==> config.mk <==
export PLATFORM = sky130hd
export DESIGN_NAME = rism_irq_map
export DESIGN_NICKNAME = d
export VERILOG_FILES = /design/src/rtl/rism_irq_map.v
export VERILOG_INCLUDE_DIRS = /design/src /design/src/rtl
export SDC_FILE = /design/constraint.sdc
export NUM_CORES = 1
export LEC_CHECK = 0
export ABC_CLOCK_PERIOD_IN_PS = 6300
export BUFFER_PORTS_ARGS = -buffer_cell sky130_fd_sc_hd__buf_2
export CAP_MARGIN = 10
export CORE_AREA = 2 2 96 121
export CTS_CLUSTER_DIAMETER = 30
export DETAILED_ROUTE_END_ITERATION = 8
export DIE_AREA = 0 0 98 123
export GPL_TIMING_DRIVEN = 0
export PLACE_DENSITY = 0.79
export SETUP_SLACK_MARGIN = 0.15
export SLEW_MARGIN = 20
export SYNTH_ARGS = -nofsm -noshare
export SYNTH_HDL_FRONTEND = slang
export SYNTH_SLANG_ARGS = --single-unit
==> constraint.sdc <==
create_clock -name pclk -period 6.3 [get_ports pclk]
set_clock_uncertainty 0.2 [all_clocks]
set_input_delay 0.945 -clock pclk [delete_from_list [all_inputs] [get_ports pclk]]
set_output_delay 0.945 -clock pclk [all_outputs]
set_load 0.02 [all_outputs]
==> src/rtl/rism_map.vh <==
`ifndef RISM_MAP_VH
`define RISM_MAP_VH
// ----------------------------------------
// register indices, byte address is index times four
// ----------------------------------------
`define RISM_IDX_X 8'h09
`define RISM_IDX_Y 8'h0a
`define RISM_IDX_Z 8'h0b
`define RISM_IDX_AMP 8'h0c
`define RISM_IDX_IRQSEL 8'h0d
`define RISM_IDX_CTRL 8'h10
`define RISM_IDX_FIFO 8'h11
`define RISM_IDX_STAT 8'h12
`define RISM_IDX_MASK 8'h13
`define RISM_IDX_PINS 8'h14
// ----------------------------------------
// reset values
// ----------------------------------------
`define RISM_RST_X 8'h74
`define RISM_RST_Y 8'h62
`define RISM_RST_Z 8'h32
`define RISM_RST_AMP 8'h18
`define RISM_RST_IRQSEL 8'h00
`define RISM_RST_CTRL 8'h00
`define RISM_RST_FIFO 8'h0f
`define RISM_RST_MASK 8'h00
// ----------------------------------------
// field positions
// ----------------------------------------
`define RISM_AMP_RAMP_HI 4
`define RISM_AMP_RAMP_LO 3
`define RISM_AMP_RXCUR 2
`define RISM_AMP_MASK 8'h1c
`define RISM_SEL_A_HI 7
`define RISM_SEL_A_LO 6
`define RISM_SEL_B_HI 5
`define RISM_SEL_B_LO 4
`define RISM_SEL_MASK 8'hf0
`define RISM_CTRL_MODE 0
`define RISM_CTRL_PKT 1
`define RISM_CTRL_ADDR 2
`define RISM_CTRL_FREQ 3
`define RISM_CTRL_MASK 8'h0f
`define RISM_FIFO_MASK 8'h3f
// ----------------------------------------
// selector codes
// ----------------------------------------
`define RISM_SEL_0 2'b00
`define RISM_SEL_1 2'b01
`define RISM_SEL_2 2'b10
`define RISM_SEL_3 2'b11
// ----------------------------------------
// ramp lengths in pclk cycles at 125 MHz, rounded up
// ----------------------------------------
`define RISM_RAMP_C0 16'h0177
`define RISM_RAMP_C1 16'h0427
`define RISM_RAMP_C2 16'h0753
`define RISM_RAMP_C3 16'h0b3b
`endif

==> src/rtl/rism_irq_map.v <==
// Operation
// (RL1) x counter register, frequency two, 0x74
// (RL2) y counter register, frequency two, 0x62
// (RL3) z counter register, frequency two, 0x32
// (RL4) bits 4:3 pick amplifier ramp time
// (RL5) bit 2 picks low rx current
// (RL6) continuous: line a strength or start
// (RL7) buffered: line a low/byte/notempty/start
// (RL8) packet: line a ready/byte/notempty
// (RL9) packet code 11: address match or start
// (RL10) continuous: line b is data clock
// (RL11) buffered: line b low/full/strength/threshold
// (RL12) packet: line b crc/full/strength/threshold
// (RL13) packet enable overrides mode bit
// (RL14) threshold event at threshold plus one
// (RL15) frequency select picks counter set
// (RL16) interrupt lines are registered outputs
`include "rism_map.vh"
`timescale 1ns/1ps
`default_nettype none
module rism_irq_map #(
    parameter FIFO_CW = 7
) (
    // apb slave side
    input wire pclk,
    input wire presetn,
    input wire psel,
    input wire penable,
    input wire pwrite,
    input wire [31:0] paddr,
    input wire [31:0] pwdata,
    output reg [31:0] prdata,
    output wire pready,
    output wire pslverr,
    // receive event sources and fifo fill
    input wire [23:0] freq1_counters,
    input wire start_detect,
    input wire signal_strength_event,
    input wire write_byte_event,
    input wire fifo_not_empty_flag,
    input wire fifo_full_flag,
    input wire payload_ready_event,
    input wire crc_valid_event,
    input wire node_address_match,
    input wire recovered_data_clock,
    input wire [FIFO_CW-1:0] fifo_count,
    // host lines and synthesizer settings
    output reg host_irq_line_a,
    output reg host_irq_line_b,
    output reg [23:0] synth_counters,
    output reg [1:0] amp_ramp_time,
    output reg [15:0] amp_ramp_cycles,
    output reg rx_low_current,
    output wire irq
);
// ----------------------------------------
// registers
// ----------------------------------------
reg [7:0] freq2_x_value; // x counter, frequency two
reg [7:0] freq2_y_value; // y counter
reg [7:0] freq2_z_value; // z counter
reg [7:0] amp_cfg; // ramp and rx current
reg [7:0] irq_sel; // line selectors
reg [7:0] ctrl; // mode, packet, address, freq
reg [7:0] fifo_thresh; // threshold value
reg [7:0] status; // sticky events
reg [7:0] mask; // interrupt mask
reg [7:0] ev_prev; // last event levels
wire [7:0] ev_now; // current event levels
reg next_line_a; // line a source
reg next_line_b; // line b source
reg [15:0] next_ramp; // ramp cycle count
wire [1:0] rx_line_a_selector;
wire [1:0] rx_line_b_selector;
wire packet_handling_enable;
wire buffered_mode;
wire address_compare_enable;
wire frequency_select;
wire fifo_thresh_event;
wire wr_en;
wire rd_en;
wire [7:0] addr_idx;
wire addr_ok;
wire stat_rd; // access edge of a status read
localparam EV_W = 8; // number of sticky events
genvar gi; // status bit index
assign rx_line_a_selector = irq_sel[`RISM_SEL_A_HI:`RISM_SEL_A_LO];
assign rx_line_b_selector = irq_sel[`RISM_SEL_B_HI:`RISM_SEL_B_LO];
assign buffered_mode = ctrl[`RISM_CTRL_MODE];
assign packet_handling_enable = ctrl[`RISM_CTRL_PKT];
assign address_compare_enable = ctrl[`RISM_CTRL_ADDR];
assign frequency_select = ctrl[`RISM_CTRL_FREQ];
// (RL14) threshold plus one bytes
// both sides widened to FIFO_CW plus eight bits
assign fifo_thresh_event = ({{8{1'b0}}, fifo_count} > {{FIFO_CW{1'b0}}, fifo_thresh});
// ----------------------------------------
// apb decode
// ----------------------------------------
assign addr_idx = paddr[9:2];
// mapped words only, upper bits and low two bits zero
assign addr_ok = (paddr[31:10] == 22'h000000) && (paddr[1:0] == 2'b00) &&
    ((addr_idx >= `RISM_IDX_X && addr_idx <= `RISM_IDX_IRQSEL) ||
     (addr_idx >= `RISM_IDX_CTRL && addr_idx <= `RISM_IDX_PINS));
// every access ends at its first access edge
assign pready = 1'b1; // zero wait states
assign pslverr = psel & penable & ~addr_ok; // unmapped address
assign wr_en = psel & penable & pwrite & addr_ok;
assign rd_en = psel & penable & ~pwrite & addr_ok;
assign stat_rd = rd_en && (addr_idx == `RISM_IDX_STAT);
// event levels that feed the sticky status
assign ev_now = {fifo_thresh_event, crc_valid_event, payload_ready_event,
    node_address_match, fifo_full_flag, write_byte_event,
    signal_strength_event, start_detect};
// high while any unmasked status bit is set
assign irq = |(status & mask); // level interrupt
// ----------------------------------------
// register writes
// ----------------------------------------
always @(posedge pclk or negedge presetn) begin
    if (!presetn) begin
        freq2_x_value <= `RISM_RST_X;
        freq2_y_value <= `RISM_RST_Y;
        freq2_z_value <= `RISM_RST_Z;
        amp_cfg <= `RISM_RST_AMP;
        irq_sel <= `RISM_RST_IRQSEL;
        ctrl <= `RISM_RST_CTRL;
        fifo_thresh <= `RISM_RST_FIFO;
        mask <= `RISM_RST_MASK;
    end else if (wr_en) begin
        case (addr_idx)
            // (RL1) x counter write
            `RISM_IDX_X: freq2_x_value <= pwdata[7:0];
            // (RL2) y counter write
            `RISM_IDX_Y: freq2_y_value <= pwdata[7:0];
            // (RL3) z counter write
            `RISM_IDX_Z: freq2_z_value <= pwdata[7:0];
            // (RL5) unused bits dropped
            `RISM_IDX_AMP: amp_cfg <= pwdata[7:0] & `RISM_AMP_MASK;
            // only the two selector fields kept
            `RISM_IDX_IRQSEL: irq_sel <= pwdata[7:0] & `RISM_SEL_MASK;
            // mode, packet, address and frequency bits
            `RISM_IDX_CTRL: ctrl <= pwdata[7:0] & `RISM_CTRL_MASK;
            // six-bit fill threshold
            `RISM_IDX_FIFO: fifo_thresh <= pwdata[7:0] & `RISM_FIFO_MASK;
            // one enable per status bit
            `RISM_IDX_MASK: mask <= pwdata[7:0];
            // read-only words and holes ignore writes
            default: begin
            end
        endcase
    end
end
// ----------------------------------------
// sticky status, set beats read clear
// ----------------------------------------
// one flop pair per event; a read clears only the bits that it
// returned, so an edge landing between setup and access survives
generate
    for (gi = 0; gi < EV_W; gi = gi + 1) begin : g_stat
        always @(posedge pclk or negedge presetn) begin
            if (!presetn) begin
                status[gi] <= 1'b0;
                ev_prev[gi] <= 1'b0;
            end else begin
                // last level for edge detection
                ev_prev[gi] <= ev_now[gi];
                if (ev_now[gi] && !ev_prev[gi]) begin
                    // a fresh rising edge always sets
                    status[gi] <= 1'b1;
                end else if (stat_rd && prdata[gi]) begin
                    // read clear of a reported bit
                    status[gi] <= 1'b0;
                end
            end
        end
    end
endgenerate
// ----------------------------------------
// read data
// ----------------------------------------
always @(posedge pclk or negedge presetn) begin
    if (!presetn) begin
        prdata <= 32'h00000000;
    end else if (psel && !penable && !pwrite) begin
        case (addr_idx)
            `RISM_IDX_X: prdata <= {24'h000000, freq2_x_value};
            `RISM_IDX_Y: prdata <= {24'h000000, freq2_y_value};
            `RISM_IDX_Z: prdata <= {24'h000000, freq2_z_value};
            `RISM_IDX_AMP: prdata <= {24'h000000, amp_cfg};
            `RISM_IDX_IRQSEL: prdata <= {24'h000000, irq_sel};
            `RISM_IDX_CTRL: prdata <= {24'h000000, ctrl};
            `RISM_IDX_FIFO: prdata <= {24'h000000, fifo_thresh};
            // snapshot that the access edge then clears
            `RISM_IDX_STAT: prdata <= {24'h000000, status};
            `RISM_IDX_MASK: prdata <= {24'h000000, mask};
            // present line levels
            `RISM_IDX_PINS: prdata <= {30'h00000000, host_irq_line_b, host_irq_line_a};
            // holes read zero; misaligned addresses, and addresses with upper bits set, read the word at paddr[9:2]
            default: prdata <= 32'h00000000;
        endcase
    end
end
// ----------------------------------------
// line source selection
// ----------------------------------------
always @* begin
    next_line_a = 1'b0;
    next_line_b = 1'b0;
    // (RL13) packet enable first
    if (packet_handling_enable) begin
        // (RL8) packet line a
        case (rx_line_a_selector)
            // payload complete
            `RISM_SEL_0: next_line_a = payload_ready_event;
            // each byte written
            `RISM_SEL_1: next_line_a = write_byte_event;
            // fifo holds data
            `RISM_SEL_2: next_line_a = fifo_not_empty_flag;
            // (RL9) address match or start
            default: next_line_a = address_compare_enable ? node_address_match
                : start_detect;
        endcase
        // (RL12) packet line b
        case (rx_line_b_selector)
            // crc passed
            `RISM_SEL_0: next_line_b = crc_valid_event;
            // fifo full
            `RISM_SEL_1: next_line_b = fifo_full_flag;
            // signal above threshold
            `RISM_SEL_2: next_line_b = signal_strength_event;
            // (RL14) fill threshold reached
            default: next_line_b = fifo_thresh_event;
        endcase
    end else if (buffered_mode) begin
        // (RL7) buffered line a
        case (rx_line_a_selector)
            // line held low
            `RISM_SEL_0: next_line_a = 1'b0;
            // each byte written
            `RISM_SEL_1: next_line_a = write_byte_event;
            // fifo holds data
            `RISM_SEL_2: next_line_a = fifo_not_empty_flag;
            // start pattern seen
            default: next_line_a = start_detect;
        endcase
        // (RL11) buffered line b
        case (rx_line_b_selector)
            // line held low
            `RISM_SEL_0: next_line_b = 1'b0;
            // fifo full
            `RISM_SEL_1: next_line_b = fifo_full_flag;
            // signal above threshold
            `RISM_SEL_2: next_line_b = signal_strength_event;
            // fill threshold reached
            default: next_line_b = fifo_thresh_event;
        endcase
    end else begin
        // (RL6) continuous line a
        next_line_a = (rx_line_a_selector == `RISM_SEL_1) ? signal_strength_event
            : start_detect;
        // (RL10) data clock on line b
        next_line_b = recovered_data_clock;
    end
end
// ----------------------------------------
// ramp time to cycles, rounded up
// ----------------------------------------
always @* begin
    // (RL4) ramp code decode
    case (amp_cfg[`RISM_AMP_RAMP_HI:`RISM_AMP_RAMP_LO])
        `RISM_SEL_0: next_ramp = `RISM_RAMP_C0;
        `RISM_SEL_1: next_ramp = `RISM_RAMP_C1;
        `RISM_SEL_2: next_ramp = `RISM_RAMP_C2;
        default: next_ramp = `RISM_RAMP_C3;
    endcase
end
// ----------------------------------------
// registered outputs
// ----------------------------------------
always @(posedge pclk or negedge presetn) begin
    if (!presetn) begin
        host_irq_line_a <= 1'b0;
        host_irq_line_b <= 1'b0;
        synth_counters <= 24'h000000;
        amp_ramp_time <= 2'b00;
        amp_ramp_cycles <= 16'h0000;
        rx_low_current <= 1'b0;
    end else begin
        // (RL16) glitch-free line outputs
        host_irq_line_a <= next_line_a;
        host_irq_line_b <= next_line_b;
        // (RL15) counter set choice
        synth_counters <= frequency_select
            ? {freq2_x_value, freq2_y_value, freq2_z_value} : freq1_counters;
        // (RL4) ramp code and length
        amp_ramp_time <= amp_cfg[`RISM_AMP_RAMP_HI:`RISM_AMP_RAMP_LO];
        amp_ramp_cycles <= next_ramp;
        // (RL5) rx current level
        rx_low_current <= amp_cfg[`RISM_AMP_RXCUR];
    end
end
endmodule
`default_nettype wire

==> qor.csv <==
stage;metric;value;unit
outcome;status;finished, final reports clean;
worst_setup_path;crit_path_max_fanout;10;
grt;grt-ovfl-total;0;
layout;fin_nets;740;
die;rows;43;
synth;synth_top_area_share;0.4395;
placed_design;dp_cells;744;
drt;routed_via_density;5.491;
drt;dr_total_vias;4173;
synth;yosys_warnings;0;
worst_setup_path;max_stage_delay;0.48;ns
worst_setup_path;crit_family;buffers and inverters;
grt;grt_pass1_wl;23470;µm
sta;slew_headroom;0.3137;
grt;grt_max_degree;58;
clocking;cts_tree;built;
layout;multiInputGateArea;0.002321;mm²
layout;stdcell_count;760;
clocking;cts_hold_buf;0;
clocking;clockBufferDepth;2;
synth;synthesis.area;0.005353;mm²
layout;antennaDiodeCount;0;
grt;antenna_found_initial;0;
drt;drc;0;
drt;drt_iter0_drc;240;
grt;grt_use_total;0.2575;
drt;met1_length;6277;µm
die;die_w;98;µm
layout;drive_gt1_frac;0.4640;
clocking;numCtsBuffers;9;
clocking;cts_root_buf;clkbuf_16;
synth;yosysUniqueCellTypes;56;
placed_design;dpl.hpwl;11800;µm
sta;slew_violations;0;
sta;whs;0.2121;ns
pwr;vdd_drop_max;110.2;µV
clocking;htree_levels;3;
drt;dr_wl_met3;959;µm
worst_setup_path;crit_type;input port to output port;
die;core_area;0.01092;mm²
layout;syn2layout_area_growth;23.80;%
worst_setup_path;worst-path-buf-inv;3;
layout;nFillCells;937;
worst_setup_path;cp.arrival;2.32;ns
layout;final_cell_mix;136 x buf_2, 94 x dfrtp_1, 76 x mux2_2;
synth;avgSynthCellArea;11.95;µm²
worst_setup_path;path_cells;clkbuf_1 > clkbuf_1 > a21oi_1 > a31oi_1 > buf_2;
sta;rsz0062_at_grt;false;
worst_setup_path;crit_path_end_kind;output port;
layout;final_common_cell;buf_2;
clocking;clk_latency;0.34;ns
placed_design;gp_congestion;0.8898;
clocking;cts_resized;0;
synth;ys_top_cells_by_area;dfrtp_1 44%, mux2_2 16%, dfstp_2 7.9%;
drt;wl_met2;7682;µm
hold_path;min_path_type;flip-flop to flip-flop;
placed_design;portBuffers;131;
sta;setup_viol;0;
die;start_util;0.4901;
pwr;leakagePower;3.148;nW
die;die_h;123;µm
die;fp.dieArea;0.01205;mm²
worst_setup_path;cp.required;5.15;ns
clocking;cts_setup_buffers;0;
sta;fmax;0.2889;GHz
worst_setup_path;cp_common_cell;clkbuf_1;
drt;firstDrtPassIters;4;
layout;regArea;0.002773;mm²
synth;ys.flop_type;dfrtp_1;
drt;top_layer;met4;
clocking;clk_pin_slew;0.07;ns
job;maxCapViolations;0;
synth;seq_area_frac_synth;0.5180;
drt;post_drt_wl_per_cell;20.09;µm
drt;drt-total-wl;15270;µm
synth;synth.ff_latch_count;110;
drt;antenna_left;0;
die;io_pins;189;
worst_setup_path;cp_slowest_cell;clkbuf_1;
synth;synth_edf_count;0;
sta;hold_viol_final;0;
synth;synthCells;448;
clocking;clock-sinks;110;
worst_setup_path;critPathLaunchType;input port;
pwr;power.density;216.1;mW/mm²
sta;timing.final.crit_period;3.462;ns
synth;synthArstFlopShare;1.000;
sta;tns;0;ns
grt;grt_pass1_vias;4222;
sta;period_share;0.5495;
sta;worst_pin_slew;1.020;ns
synth;yosys.area.top_type;dfrtp_1;
==> routing by layer <==
metal,vias up,global-route usage
met5,-,0
met4,0,0.08420
met3,25,0.04748
met2,176,0.4443
met1,2066,0.3302
li1,1906,-
==> kinds of logic (layout without fill, tap and decap cells) <==
family | Yosys count | in the layout | synth area share
flip-flops | 110 | 110 | 0.5180
AND/OR/NAND/NOR | 104 | 104 | 0.1096
multiplexers | 90 | 90 | 0.1886
buffers and inverters | 66 | 214 | 0.07083
AO/OA/AOI/OAI | 65 | 65 | 0.08580
adder cells (fa/ha/maj) | 11 | 11 | 0.02571
other | 2 | 31 | 0.001403
==> final timing paths <==
check	cells past startpoint	slack [ns]	end	from
setup / recovery	5	2.84	pslverr	paddr[3]
hold reg to reg	0	0.21	rx_low_current$_DFF_PN0_	amp_cfg[2]$_DFFE_PN0P_
min in group asynchronous	1	0.34	fifo_thresh[4]$_DFFE_PN0P_	presetn
hold / removal	0	0.21	rx_low_current$_DFF_PN0_	amp_cfg[2]$_DFFE_PN0P_
setup reg to reg	7	4.13	host_irq_line_b$_DFF_PN0_	fifo_thresh[2]$_DFFE_PN1P_
max in group asynchronous	2	4.85	amp_cfg[3]$_DFFE_PN1P_	presetn
==> cell usage after synthesis (all sizes together), types with 11 or more instances <==
library cell and number:
a21oi 11, buf 41, dfrtp 94, dfstp 16, ha 11, inv 18
mux2 77, mux2i 12, nand2 31, nor2 12, nor3 14
==> layout make-up <==
type | instances | area share
Buffer | 48 | 0.04702
Clock buffer | 11 | 0.03814
Clock inverter | 5 | 0.006420
Inverter | 18 | 0.01020
Multi-Input combinational cell | 301 | 0.3503
Sequential cell | 110 | 0.4184
Tap cell | 135 | 0.02549
Timing Repair Buffer | 132 | 0.1040
==> stage by stage <==
stage	power, W	utilization	worst slack [ns]	instance area, µm²
after floorplan	0.0008149	-	3.186	5461
after global placement	0.0008831	0.5756	2.529	6286
after detailed placement	0.0008889	0.5797	2.701	6331
after CTS	0.001440	0.6067	2.841	6626
after global routing	0.001488	0.6067	2.662	6626
final	0.001432	0.6067	2.838	6626
==> registers in the layout, indices dropped and copies added (netlist names), 3 cells and up <==
name             cells
freq2_z_value        8
status               8
fifo_thresh          6
synth_counters      24
freq2_y_value        8
amp_cfg              3
amp_ramp_cycles      8
mask                 8
irq_sel              4
ev_prev              8
freq2_x_value        8
ctrl                 4
prdata               8
==> power by group <==
| group | internal [W] | leakage, nW | switching, W |
|---|---|---|---|
| clock | 0.000294 | 0.142 | 0.000263 |
| combinational | 0.0000592 | 1.67 | 0.0000938 |
| sequential | 0.000718 | 1.33 | 0.00000405 |
==> worst reg2reg max path: stages (launching register included) <==
cell	delay [ns]
dfstp_2	0.56
inv_1	0.04
ha_1	0.30
a21oi_1	0.15
a21oi_1	0.07
a2111oi_0	0.39
o21bai_1	0.22
a31oi_1	0.11
Power figures use the tool's default switching activity.
